--- src/common/lbi_defs.svh ---
`ifndef LBI_DEFS_SVH
`define LBI_DEFS_SVH

// ----------------------------------------
// size_code encodings
// ----------------------------------------
`define LBI_SZ_LONG 2'h0
`define LBI_SZ_BYTE 2'h1
`define LBI_SZ_WORD 2'h2
`define LBI_SZ_LINE 2'h3

// ----------------------------------------
// port size encodings
// ----------------------------------------
`define LBI_PS_32 2'h0
`define LBI_PS_8 2'h1
`define LBI_PS_16 2'h2

// ----------------------------------------
// counts and reset values
// ----------------------------------------
`define LBI_NUM_CS 6
`define LBI_BOOT_WAITS 6'h3f
`define LBI_BOOT_SETTLE 2'h2
`define LBI_ACK_BLANK 2'h2
`define LBI_SYNC_LAT 7'h02

`endif

--- src/common/lbi_pkg.sv ---
package lbi_pkg;

    // ----------------------------------------
    // bus sequencer states
    // ----------------------------------------
    typedef enum logic [3:0] {
        LBI_ST_IDLE = 4'h1,
        LBI_ST_ADDR = 4'h2,
        LBI_ST_DATA = 4'h4,
        LBI_ST_HOLD = 4'h8
    } lbi_state_e;

    // ----------------------------------------
    // per-select programming
    // ----------------------------------------
    typedef struct packed {
        logic valid;
        logic [15:0] base;
        logic [15:0] mask;
        logic [1:0] port;
        logic writes_only;
        logic auto_ack;
        logic [5:0] waits;
        logic burst_en;
    } lbi_cs_cfg_s;

    typedef struct packed {
        logic [1:0] port;
        logic auto_ack;
        logic writes_only;
    } lbi_strap_s;

    typedef struct packed {
        logic [31:0] addr;
        logic write;
        logic [1:0] size;
        logic burst_ok;
    } lbi_req_s;

    typedef struct packed {
        logic [31:0] data;
        logic [3:0] lanes;
    } lbi_rd_s;

    // ----------------------------------------
    // pin group driven to the bus
    // ----------------------------------------
    typedef struct packed {
        logic cycle_begin_pulse_n;
        logic direction_line;
        logic burst_flag_n;
        logic [1:0] size_code;
        logic [3:0] byte_lane_strobes_n;
        logic read_drive_enable_n;
        logic [31:0] ad_out;
        logic ad_oe;
    } lbi_bus_s;

endpackage : lbi_pkg

--- src/verilog/lbi_select_match.sv ---
`timescale 1ns/100ps
`include "lbi_defs.svh"

module lbi_select_match #(
    parameter bit BOOT_SEL = 1'b0
) (
    // programming
    input wire lbi_pkg::lbi_cs_cfg_s cfg,
    input wire logic boot_global,
    // address
    input wire logic [31:0] addr,
    // result
    output logic hit
);
    import lbi_pkg::*;

    logic [15:0] cmp;

    // mask bits set mean "don't care"
    assign cmp = (addr[31:16] ^ cfg.base) & ~cfg.mask;
    // boot select answers everywhere until programmed
    assign hit = (cfg.valid && (cmp == 16'h0000)) || (BOOT_SEL && boot_global); // [RQ18] [RQ19]

endmodule : lbi_select_match

--- src/verilog/lbi_bus_master.sv ---
`timescale 1ns/100ps
`include "lbi_defs.svh"

// Functional notes
// [RQ1] start pulse low exactly one clock per bus cycle, address and attributes valid
// [RQ2] outside party may latch the address with the start pulse
// [RQ3] direction high for reads, low for writes, for the whole cycle
// [RQ4] burst flag active while a 2 to 16 beat burst runs
// [RQ5] size code 00 long, 01 byte, 10 word, 11 line
// [RQ6] byte, word and long operands to 8, 16 and 32 bit ports
// [RQ7] misaligned operands split into natural pieces, each with its own size code
// [RQ8] aligned burst keeps size code at the whole transfer size every beat
// [RQ9] burst inhibited: first access whole size, later accesses port size
// [RQ10] per select, strobes on reads and writes, or on writes only
// [RQ11] only the byte lanes in use get a strobe
// [RQ12] read enable only on reads with a matching select
// [RQ13] outside party ends externally terminated cycles and sets wait states
// [RQ14] write data held one clock past select negation
// [RQ15] peripheral holds read data until acknowledge is seen
// [RQ16] termination by auto-acknowledge count or external acknowledge, per select
// [RQ17] full 32-bit address on the first clock of each cycle
// [RQ18] a select asserts only inside its base and mask space
// [RQ19] reset clears select programming; only boot select initialised, global
// [RQ20] after acknowledge drop select, strobes, read enable, then idle
// [RQ21] acknowledge sampled on rising edges; wait count starts at start pulse
module lbi_bus_master #(
    parameter int NUM_CS = `LBI_NUM_CS
) (
    // clock and reset
    input wire logic clk_sys,
    input wire logic reset_n,
    // boot straps
    input wire lbi_pkg::lbi_strap_s strap,
    // select programming
    input wire logic cfg_wr,
    input wire logic [2:0] cfg_idx,
    input wire lbi_pkg::lbi_cs_cfg_s cfg_data,
    // transfer requests
    input wire logic req_valid,
    input wire lbi_pkg::lbi_req_s req,
    output logic req_ready,
    output logic busy,
    output logic done,
    output logic miss,
    // data
    input wire logic [31:0] wr_data,
    output logic wr_take,
    output lbi_pkg::lbi_rd_s rd,
    output logic rd_valid,
    // bus pins
    input wire logic cycle_acknowledge_n,
    input wire logic [31:0] ad_in,
    output lbi_pkg::lbi_bus_s bus,
    output logic [NUM_CS-1:0] chip_select_lines_n
);
    import lbi_pkg::*;

    // ----------------------------------------
    // parameter check
    // ----------------------------------------
    generate
        if (NUM_CS < 1 || NUM_CS > 8) begin : g_bad
            $error("NUM_CS must be 1 to 8");
        end
    endgenerate

    // ----------------------------------------
    // state
    // ----------------------------------------
    typedef struct packed {
        lbi_state_e fsm;
        lbi_cs_cfg_s [NUM_CS-1:0] select_control_regs;
        logic boot_global;
        logic boot_done;
        logic [1:0] boot_cnt;
        lbi_strap_s strap_s1;
        lbi_strap_s strap_s2;
        logic ack_s1;
        logic ack_s2;
        logic [31:0] ad_s1;
        logic [31:0] ad_s2;
        lbi_req_s req;
        lbi_cs_cfg_s cur;
        logic [31:0] addr;
        logic [4:0] rem;
        logic first;
        logic [4:0] beats_left;
        logic [4:0] beat_bytes;
        logic [6:0] wait_cnt;
        logic [1:0] blank;
        lbi_bus_s bus;
        logic [NUM_CS-1:0] cs_n;
        logic req_ready;
        lbi_rd_s rd;
        logic rd_valid;
        logic wr_take;
        logic done;
        logic miss;
        logic busy;
    } lbi_master_state_s;

    lbi_master_state_s st_ff;
    lbi_master_state_s nxt_st;
    logic [NUM_CS-1:0] hit;

    // ----------------------------------------
    // helpers
    // ----------------------------------------
    function automatic logic [4:0] size_bytes(input logic [1:0] c);
        case (c)
            `LBI_SZ_BYTE: size_bytes = 5'h01;
            `LBI_SZ_WORD: size_bytes = 5'h02;
            `LBI_SZ_LINE: size_bytes = 5'h10;
            default: size_bytes = 5'h04;
        endcase
    endfunction : size_bytes

    function automatic logic [1:0] size_code_of(input logic [4:0] n);
        case (n)
            5'h01: size_code_of = `LBI_SZ_BYTE;
            5'h02: size_code_of = `LBI_SZ_WORD;
            default: size_code_of = `LBI_SZ_LONG;
        endcase
    endfunction : size_code_of

    function automatic logic [4:0] port_bytes(input logic [1:0] p);
        case (p)
            `LBI_PS_8: port_bytes = 5'h01;
            `LBI_PS_16: port_bytes = 5'h02;
            default: port_bytes = 5'h04;
        endcase
    endfunction : port_bytes

    // bit 3 is ad[31:24]; narrow ports sit on the upper lanes
    function automatic logic [3:0] lane_mask(input logic [1:0] p, input logic [1:0] o, input logic [4:0] n);
        logic [7:0] w;
        w = 8'hf0 >> n[2:0];
        case (p)
            `LBI_PS_32: lane_mask = w[3:0] >> o;
            `LBI_PS_16: lane_mask = w[3:0] >> o[0];
            default: lane_mask = 4'h8;
        endcase
    endfunction : lane_mask

    // ----------------------------------------
    // address decode, one matcher per select
    // ----------------------------------------
    generate
        for (genvar i = 0; i < NUM_CS; i++) begin : g_sel
            lbi_select_match #(
                .BOOT_SEL(i == 0)
            ) u_match (
                .cfg(st_ff.select_control_regs[i]),
                .boot_global(st_ff.boot_global),
                .addr(st_ff.addr),
                .hit(hit[i])
            );
        end
    endgenerate

    // ----------------------------------------
    // next state
    // ----------------------------------------
    always_comb begin
        logic [NUM_CS-1:0] sel_v;
        lbi_cs_cfg_s sel_cfg;
        logic [4:0] tb;
        logic [4:0] pb;
        logic [4:0] nat;
        logic aligned;
        logic term;
        logic [3:0] lanes;
        sel_v = '0;
        sel_cfg = '0;
        tb = size_bytes(st_ff.req.size);
        pb = 5'h04;
        nat = 5'h01;
        aligned = 1'b0;
        term = 1'b0;
        lanes = lane_mask(st_ff.cur.port, st_ff.addr[1:0], st_ff.beat_bytes);
        nxt_st = st_ff;

        // pins pass two flops before use
        nxt_st.ack_s1 = cycle_acknowledge_n; // [RQ21]
        nxt_st.ack_s2 = st_ff.ack_s1;
        nxt_st.ad_s1 = ad_in;
        nxt_st.ad_s2 = st_ff.ad_s1;
        nxt_st.strap_s1 = strap;
        nxt_st.strap_s2 = st_ff.strap_s1;

        nxt_st.rd_valid = 1'b0;
        nxt_st.wr_take = 1'b0;
        nxt_st.done = 1'b0;
        nxt_st.miss = 1'b0;
        nxt_st.bus.cycle_begin_pulse_n = 1'b1; // [RQ1]
        if (st_ff.blank != 2'h0) begin
            nxt_st.blank = st_ff.blank - 2'h1;
        end
        if (st_ff.wait_cnt != 7'h00) begin
            nxt_st.wait_cnt = st_ff.wait_cnt - 7'h01; // [RQ21]
        end
        if (st_ff.wr_take) begin
            nxt_st.bus.ad_out = wr_data;
        end

        // boot select takes the settled straps once after reset
        if (!st_ff.boot_done) begin
            nxt_st.boot_cnt = st_ff.boot_cnt + 2'h1;
            if (st_ff.boot_cnt == `LBI_BOOT_SETTLE) begin
                nxt_st.select_control_regs[0].port = st_ff.strap_s2.port; // [RQ19]
                nxt_st.select_control_regs[0].auto_ack = st_ff.strap_s2.auto_ack;
                nxt_st.select_control_regs[0].writes_only = st_ff.strap_s2.writes_only;
                nxt_st.select_control_regs[0].waits = `LBI_BOOT_WAITS;
                nxt_st.boot_global = 1'b1;
                nxt_st.boot_done = 1'b1;
                nxt_st.req_ready = 1'b1;
            end
        end

        // lowest index wins when selects overlap
        for (int i = NUM_CS - 1; i >= 0; i--) begin
            if (hit[i]) begin
                sel_v = '0;
                sel_v[i] = 1'b1;
                sel_cfg = st_ff.select_control_regs[i];
            end
        end

        case (st_ff.fsm)
            LBI_ST_IDLE: begin
                // programming only while no transfer is owned
                if (st_ff.req_ready && cfg_wr && (32'(cfg_idx) < NUM_CS)) begin
                    nxt_st.select_control_regs[cfg_idx] = cfg_data;
                    if (cfg_idx == 3'h0) begin
                        nxt_st.boot_global = 1'b0;
                    end
                end
                if (st_ff.req_ready && req_valid) begin
                    nxt_st.req = req;
                    nxt_st.addr = req.addr;
                    nxt_st.rem = size_bytes(req.size);
                    nxt_st.first = 1'b1;
                    nxt_st.req_ready = 1'b0;
                    nxt_st.busy = 1'b1;
                end else if (st_ff.rem != 5'h00) begin
                    if (sel_v == '0) begin
                        // no select claims the address: drop without a bus cycle
                        nxt_st.miss = 1'b1;
                        nxt_st.done = 1'b1;
                        nxt_st.rem = 5'h00;
                        nxt_st.busy = 1'b0;
                        nxt_st.req_ready = 1'b1;
                    end else begin
                        pb = port_bytes(sel_cfg.port); // [RQ6]
                        aligned = (st_ff.addr[3:0] & (tb[3:0] - 4'h1)) == 4'h0;
                        if (pb >= 5'h04 && st_ff.rem >= 5'h04 && st_ff.addr[1:0] == 2'h0) begin
                            nat = 5'h04;
                        end else if (pb >= 5'h02 && st_ff.rem >= 5'h02 && !st_ff.addr[0]) begin
                            nat = 5'h02;
                        end
                        if (st_ff.first && aligned && tb > pb && sel_cfg.burst_en && st_ff.req.burst_ok) begin
                            nxt_st.bus.burst_flag_n = 1'b0; // [RQ4]
                            nxt_st.bus.size_code = st_ff.req.size; // [RQ8] [RQ5]
                            nxt_st.beat_bytes = pb;
                            nxt_st.beats_left = (pb == 5'h04) ? tb >> 2 : (pb == 5'h02) ? tb >> 1 : tb;
                        end else begin
                            nxt_st.bus.burst_flag_n = 1'b1;
                            nxt_st.beat_bytes = nat; // [RQ7]
                            nxt_st.beats_left = 5'h01;
                            if (st_ff.first && aligned && tb > pb) begin
                                nxt_st.bus.size_code = st_ff.req.size; // [RQ9]
                            end else begin
                                nxt_st.bus.size_code = size_code_of(nat); // [RQ7] [RQ9]
                            end
                        end
                        nxt_st.cur = sel_cfg;
                        nxt_st.fsm = LBI_ST_ADDR;
                        nxt_st.bus.cycle_begin_pulse_n = 1'b0; // [RQ1]
                        nxt_st.bus.direction_line = !st_ff.req.write; // [RQ3]
                        nxt_st.cs_n = ~sel_v; // [RQ18]
                        nxt_st.bus.ad_out = st_ff.addr; // [RQ17]
                        nxt_st.bus.ad_oe = 1'b1;
                        nxt_st.wr_take = st_ff.req.write;
                        // reads wait out the pin synchroniser before sampling
                        nxt_st.wait_cnt = {1'b0, sel_cfg.waits} + (st_ff.req.write ? 7'h00 : `LBI_SYNC_LAT); // [RQ21]
                        nxt_st.first = 1'b0;
                    end
                end
            end
            LBI_ST_ADDR: begin
                nxt_st.fsm = LBI_ST_DATA;
                nxt_st.bus.ad_oe = st_ff.req.write;
                if (st_ff.req.write || !st_ff.cur.writes_only) begin
                    nxt_st.bus.byte_lane_strobes_n = ~lanes; // [RQ10] [RQ11]
                end
                nxt_st.bus.read_drive_enable_n = st_ff.req.write; // [RQ12]
            end
            LBI_ST_DATA: begin
                if (st_ff.cur.auto_ack) begin
                    term = st_ff.wait_cnt == 7'h00; // [RQ16]
                end else begin
                    term = !st_ff.ack_s2 && st_ff.blank == 2'h0; // [RQ16] [RQ13]
                end
                if (term) begin
                    // a held acknowledge must not end the following beat too
                    if (!st_ff.cur.auto_ack) begin
                        nxt_st.blank = `LBI_ACK_BLANK;
                    end
                    if (!st_ff.req.write) begin
                        nxt_st.rd.data = st_ff.ad_s2; // [RQ15]
                        nxt_st.rd.lanes = lanes;
                        nxt_st.rd_valid = 1'b1;
                    end
                    nxt_st.addr = st_ff.addr + 32'(st_ff.beat_bytes);
                    nxt_st.rem = st_ff.rem - st_ff.beat_bytes;
                    if (st_ff.beats_left > 5'h01) begin
                        nxt_st.beats_left = st_ff.beats_left - 5'h01;
                        nxt_st.wait_cnt = {1'b0, st_ff.cur.waits} + 7'h01
                            + (st_ff.req.write ? 7'h00 : `LBI_SYNC_LAT);
                        nxt_st.wr_take = st_ff.req.write;
                    end else begin
                        nxt_st.fsm = LBI_ST_HOLD;
                        nxt_st.cs_n = '1; // [RQ20]
                        nxt_st.bus.byte_lane_strobes_n = 4'hf; // [RQ20]
                        nxt_st.bus.read_drive_enable_n = 1'b1; // [RQ20]
                        nxt_st.bus.burst_flag_n = 1'b1; // [RQ4]
                    end
                end
            end
            LBI_ST_HOLD: begin
                // write data stayed on the bus through this clock
                nxt_st.fsm = LBI_ST_IDLE; // [RQ20]
                nxt_st.bus.ad_oe = 1'b0; // [RQ14]
                if (st_ff.rem == 5'h00) begin
                    nxt_st.done = 1'b1;
                    nxt_st.busy = 1'b0;
                    nxt_st.req_ready = 1'b1;
                end
            end
            default: begin
                nxt_st.fsm = LBI_ST_IDLE;
            end
        endcase
    end

    // ----------------------------------------
    // registers
    // ----------------------------------------
    always_ff @(posedge clk_sys or negedge reset_n) begin
        if (!reset_n) begin
            st_ff <= '0; // [RQ19]
            st_ff.fsm <= LBI_ST_IDLE;
            st_ff.ack_s1 <= 1'b1;
            st_ff.ack_s2 <= 1'b1;
            st_ff.cs_n <= '1;
            st_ff.bus.cycle_begin_pulse_n <= 1'b1;
            st_ff.bus.direction_line <= 1'b1;
            st_ff.bus.burst_flag_n <= 1'b1;
            st_ff.bus.byte_lane_strobes_n <= 4'hf;
            st_ff.bus.read_drive_enable_n <= 1'b1;
        end else begin
            st_ff <= nxt_st;
        end
    end

    // ----------------------------------------
    // outputs
    // ----------------------------------------
    assign bus = st_ff.bus;
    assign chip_select_lines_n = st_ff.cs_n;
    assign req_ready = st_ff.req_ready;
    assign busy = st_ff.busy;
    assign done = st_ff.done;
    assign miss = st_ff.miss;
    assign wr_take = st_ff.wr_take;
    assign rd = st_ff.rd;
    assign rd_valid = st_ff.rd_valid;

endmodule : lbi_bus_master

--- config.mk ---
export PLATFORM = sky130hd
export DESIGN_NAME = lbi_bus_master
export DESIGN_NICKNAME = d
export VERILOG_FILES = /design/src/common/lbi_pkg.sv /design/src/verilog/lbi_select_match.sv /design/src/verilog/lbi_bus_master.sv
export VERILOG_INCLUDE_DIRS = /design/src /design/src/common
export SDC_FILE = /design/constraint.sdc
export NUM_CORES = 1
export LEC_CHECK = 0
export ABC_AREA = 1
export BUFFER_PORTS_ARGS = -buffer_cell sky130_fd_sc_hd__buf_2
export CAP_MARGIN = 5
export CORE_UTILIZATION = 50
export CTS_CLUSTER_DIAMETER = 200
export DETAILED_ROUTE_END_ITERATION = 6
export PLACE_DENSITY = 0.69
export SLEW_MARGIN = 5
export SYNTH_ARGS = -nofsm -noshare
export SYNTH_HDL_FRONTEND = slang
export SYNTH_SLANG_ARGS = --single-unit
--- constraint.sdc ---
create_clock -name clk_sys -period 5.2 [get_ports clk_sys]
set_input_delay 0.26 -clock clk_sys [delete_from_list [all_inputs] [get_ports clk_sys]]
set_output_delay 0.26 -clock clk_sys [all_outputs]
set_load 0.005 [all_outputs]
### After elaboration in Yosys (flattened, before gate mapping)

Cells that the tools add are included.

| cells by class | value |
|---|---|
| add/sub/neg operators | 10 |
| order comparisons | 9 |
| eq/ne operators | 30 |
| shift-type cells | 3 |
| mux-type cells | 110 |
| bitwise operators | 24 |
| reductions and logical operators | 61 |

Operator list:

| operator | number |
|---|---|
| $bwmux W264 | 1 |
| $demux W44 S3 | 1 |
| $and A16 B16 Y16 | 6 |
| $logic_not A16 Y1 | 6 |
| $mux W32 | 3 |
| $not A16 Y16 | 6 |
| $xor A16 B16 Y16 | 6 |
| $mux W5 | 18 |
| $mux W39 | 2 |
| $pmux W37 S2 | 1 |
| $mux W11 | 6 |
| $mux W6 | 9 |
| $mux W44 | 1 |
| $mux W40 | 1 |
| $mux W37 | 1 |
| $add A32 B5 Y32 | 1 |
| $mux W4 | 8 |
| $mux W10 | 3 |
| $pmux W5 S3 | 2 |
| $mux W12 | 2 |
| $mux W23 | 1 |
| $ne A2 B2 Y1 const B | 10 |
| $pmux W5 S2 | 2 |
| $reduce_and A4 Y1 | 5 |
| other kinds (65) | 145 |

| storage, ports and cells | value |
|---|---|
| bits in registers | 508 |
| input port bits | 156 |
| output and inout bits | 91 |
| word-level logic and storage cells | 340 |

### Depth between registers and ports, before layout

| depth | value |
|---|---|
| depth after elaboration | 33 |
| mapped depth | 34 |
| mapped depth without buffers | 33 |

### Cells and area by module

Synthesis repeated with hierarchy kept, for this count alone.

| unflattened totals | value |
|---|---|
| cell total of the unflattened synthesis | 3004 |
| area, all modules | 24586.1 µm² |

Modules (own cells, without submodules):

| module | times used | cells each | area each (µm²) | seq. area each (µm²) |
|---|---|---|---|---|
| lbi_bus_master | 1 | 2463 | 22228.8 | 12683.4 |
| lbi_select_match (g_sel[1].u_match ...) | 5 | 91 | 397.9 | 0.0 |
| lbi_select_match (g_sel[0].u_match) | 1 | 86 | 367.9 | 0.0 |

### Worst setup path before layout

No wires, ideal clock.

| timing path | value |
|---|---|
| kind | flip-flop to flip-flop |
| from | register st_ff[141] in the netlist's numbering |
| to | register st_ff[106] in the netlist's numbering |
| library setup time | 87 ps |
| arrival time | 3480 ps |
| data required time | 5113 ps |
| path slack | 1633 ps |
| cell stages (with the launch flop) | 29 |
| buffers on the path | 2 |
| clock period less this slack | 3567 ps |
| path through | dfrtp_1 > buf_2 > nor2_1 > nor2_1 > nor2_1 > nand2_1 > nor2_1 > nand3_1 > clkbuf_1 > nand3_1 > o2111ai_1 > nand2_1 > nand2_1 > inv_1 > ha_1 > inv_1 > ha_1 > inv_1 > nor2_1 > o211ai_1 > nand3_1 > nand3_1 > nor2_1 > o21ai_0 > nor2_1 > nand2_2 > inv_2 > nand3_1 > a22oi_1 |

| between the ends | value |
|---|---|
| word-level cells in the longest chain between the ends | 25 |
| elaborated cells between the ends (all ways) | 60 |

RTL lines:

| element | line | text |
|---|---|---|
| from (decl) | lbi_bus_master.sv:102 | `lbi_master_state_s st_ff;` |
| from (signal assigned) | lbi_bus_master.sv:362 | `st_ff <= nxt_st;` |
| $xor A16 B16 Y16 | lbi_select_match.sv:20 | `assign cmp = (addr[31:16] ^ cfg.base) & ~cfg.mask;` |
| $and A16 B16 Y16 | lbi_select_match.sv:20 |  |
| $logic_not A16 Y1 | lbi_select_match.sv:22 | `assign hit = (cfg.valid && (cmp == 16'h0000)) \|\| (BOOT_SEL && boot_global);` |
| $logic_and A1 B1 Y1 | lbi_select_match.sv:22 |  |
| $mux W11 (6 in a row) | lbi_bus_master.sv:222 | `if (hit[i]) begin` |
| $eq A2 B2 Y1 or $eq A2 B1 Y1 (tied branches) | lbi_bus_master.sv:127 | `case (p)` |
| $pmux W3 S2 | lbi_bus_master.sv:127 |  |
| $mux W5 | lbi_bus_master.sv:246 | `if (sel_v == '0) begin` |
| [2 not listed] | -- |  |
| $mux W5 | lbi_bus_master.sv:229 | `case (st_ff.fsm)` |
| $gt A5 B5 Y1 | lbi_bus_master.sv:261 | `if (st_ff.first && aligned && tb > pb && sel_cfg.burst_en && st_ff.req.burst_ok) begin` |
| $logic_and A1 B1 Y1 (3 in a row) | lbi_bus_master.sv:261 |  |
| $mux W10 | lbi_bus_master.sv:261 |  |
| $mux W18 | lbi_bus_master.sv:246 |  |
| $mux W23 | lbi_bus_master.sv:245 | `end else if (st_ff.rem != 5'h00) begin` |
| $mux W17 | lbi_bus_master.sv:238 | `if (st_ff.req_ready && req_valid) begin` |
| $pmux W5 S2 | lbi_bus_master.sv:229 |  |

Several ways; a longest one is shown, not always the timed one. The select of a mux whose other input is x is not followed.
A chain may end at the register's enable or synchronous reset.

### Worst setup path after layout

| timing path | value |
|---|---|
| from | register st_ff[136] in the netlist's numbering |
| to | register st_ff[107] in the netlist's numbering |

Same word-level chain as after synthesis.

==> run metrics <==
run status=finished, violations left; violations in the final reports=design-rule violations; worst flop-to-flop path startpoint=st_ff[136]; final HPWL from detailed placement=46.5 mm; met1 track demand over resource in global routing=41.7%; min cycle time layout=4.77 ns; Critical Path Start Type=flop; main flop type after synthesis=dfrtp_1; portion of the post-synthesis area used by sequential elements=53.1%; later-pin clock latency in the skew report=0.60 ns; site row count=79; critical path endpoint category=flop; starting density of the core=51.0%; critical path's largest stage delay=0.59 ns; global-route wire length before repair=104 mm; die footprint=48600 sq um; register clock-pin slew on the reported worst setup and hold paths=0.06 ns; startpoint of the tightest hold check path=req[24]; GRT Overall Usage=27.7%; number of max-cap violations=0; vias in the first global route=18600; Remaining DRCs=22; post-CTS setup buffers=0; top fanout value on the critical path=11; maximum buffer depth of the clock tree=3; fin nets=3209; FF+latch count, synth=506; warning count from the yosys run=0; synth cell count leaders=nand2_1 (758), dfrtp_1 (489), o21ai_0 (374), inv_1 (318), nor2_1 (178); Tcrit/Tclk final=91.8%; share of synthesized registers carrying an async set or reset=100%; clock tree from TritonCTS=built; # H-tree levels=2; overflow left after global routing=0; antenna violations before repair=0; TritonRoute pass-1 iters=7; largest net degree at the start of global routing=180; CTS sink cnt=506; core footprint=46900 sq um; PnR Total Power=17.1 mW; number of diodes=0; top cell type by total area after synthesis=dfrtp_1; maximum clock frequency=0.209 GHz; Crit Path Class=reg -> reg; worst setup slack for register-to-register paths=0.43 ns; met3 Usage GRT=5.21%; vias after detailed routing=19600; Worst Setup SP=st_ff[136]; number of clock buffers inserted by TritonCTS=53; number of flops mapped to enable cells by yosys=0; tightest slew margin relative to the limit=28.0%; gr busiest metal=met1; netlist area before placement=23900 sq um; violation count after the first detailed-routing iteration=2274; fraction of layout cells with a size suffix above 1=14.9%; most common cell in the synthesized netlist=nand2_1; mean instance size in the synthesized netlist=8.46 sq um; data arrival at the endpoint of the critical path=5.32 ns; detailed-route vias per instance=5.34; final setup violation count=0; count of pins on the block boundary=247; met2 usage=41.3%; Least-Margin Pin Slew=1.08 ns; area fraction of the dominant cell type after synthesis=51.2%; port buffer count=246; setup repair after global routing missed its margin=no; Mapped Cells=2824; library cells used by synthesis=62; worst vdd ir=322 uV; required time of the critical path=5.74 ns; Critical-path top delay cell=dfrtp_1; Vert. Die Dim=221 um; endpoints failing hold=0; signed area change from the synthesized netlist to the final layout=15.8%; die span in x=221 um; leakage=13.7 nW; Detail Route Antenna Nets=0; total negative slack for setup checks=0 ns; total length of routed wires=67.2 mm; P per Cell Area=618 nW/um^2; routability-driven placement congestion ratio=0.918; Syn Nets=3004; Routed wire per std cell=18.3 um; setup skew after layout=0.0192 ns; cell at the root of the clock tree=clkbuf_16; biggest area contributors in the synthesized netlist=dfrtp_1 (51%), nand2_1 (12%), o21ai_0 (7.8%); number of max-slew violations in the final report=0; type of the most critical hold path=in -> reg
metrics by stage:
stage	instance area (sq um)	worst slack (ns)	cells	utilization [%]	hold WS, ns
finish	27700	0.426	3679	59.1	0.0140
detailed placement	24900	0.514	3497	53.1	0.0977
CTS	27700	0.508	3679	59.1	0.00124
global placement	24900	0.692	3497	53.1	0.0979
floorplan	23900	1.63	2824	-	-0.0356
global route	27700	0.00141	3679	59.1	0.0101
cells in the final DEF (no fill, tap or decap), types with 17 or more instances in the layout:
master | netlist | final
nand2_1 | 758 | 758
dfrtp_1 | 489 | 488
o21ai_0 | 374 | 374
inv_1 | 318 | 318
buf_2 | 13 | 245
nor2_1 | 178 | 178
nand3_1 | 101 | 99
dlygate4sd3_1 | 0 | 84
clkbuf_16 | 0 | 55
a21oi_1 | 52 | 52
o21ai_1 | 34 | 34
o211ai_2 | 26 | 26
o22ai_1 | 24 | 24
nor3_1 | 24 | 23
nand4_1 | 23 | 23
xor2_1 | 21 | 21
ha_1 | 21 | 21
o211ai_1 | 20 | 20
buf_4 | 96 | 18
dfstp_2 | 17 | 17
metal layers:
metal	wire, um	vias up
met4	1260	0
li1	-	9406
met5	0	-
met1	31500	9483
met2	29400	683
met3	5010	75
area by class of cell:
| class | instances | area [sq um] |
|---|---|---|
| timing repair buffer | 351 | 2280 |
| inverter | 336 | 1270 |
| clock inverter | 24 | 360 |
| clock buffer | 74 | 1570 |
| multi-input combinational | 1781 | 8740 |
| fill | 4175 | 19200 |
| sequential | 506 | 12700 |
| tap | 607 | 759 |
worst max-delay path: cells and delay by family, from the launching register on:
family	cells	cell delay, ns
AOI/OAI and AO/OA	4	0.58
adders and majority gates	2	0.54
buffers and inverters	6	0.80
DFF	1	0.59
and+or+nand+nor	15	2.17
where the power goes:
| group | total (mW) | internal (mW) | leakage, nW | switching, mW |
|---|---|---|---|---|
| combinational | 6.10 | 2.27 | 6.33 | 3.84 |
| clock | 4.14 | 2.55 | 0.960 | 1.60 |
| sequential | 6.85 | 5.54 | 6.41 | 1.31 |
flip-flops by register name (all words and copies together) (netlist names):
register and flops:
miss 1, bus 43, st_ff 378, chip_select_lines_n 6, req_ready 1, busy 1, wr_take 1, rd 36
nxt_st 37, done 1, rd_valid 1
path summary, 6_finish.rpt:
| kind | end | depth (start not counted) |
|---|---|---|
| setup / recovery | st_ff[107] | 27 |
| hold / removal | st_ff[136] | 3 |
| setup reg to reg | st_ff[107] | 27 |
| hold reg to reg | st_ff[231] | 0 |
| max in group asynchronous | nxt_st[242] | 3 |
| min in group asynchronous | bus[26] | 2 |
repair_timing:
item,in CTS,in global routing
hold endpoints to repair,265,0
gates resized for setup,0,0
hold buffers,84,0
cells by family (layout without fill, tap and decap cells):
group,Yosys count,after routing,synth area share (%)
muxes,1,1,0.0419
buffers and inverters,537,785,10.4
xor gates and xnor gates,33,33,1.21
DFF,506,506,53.1
and+or+nand+nor,1138,1138,19.7
adders and majority gates,24,24,1.35
AOI/OAI and AO/OA,585,585,14.1
(Power assumes the default switching activity.)
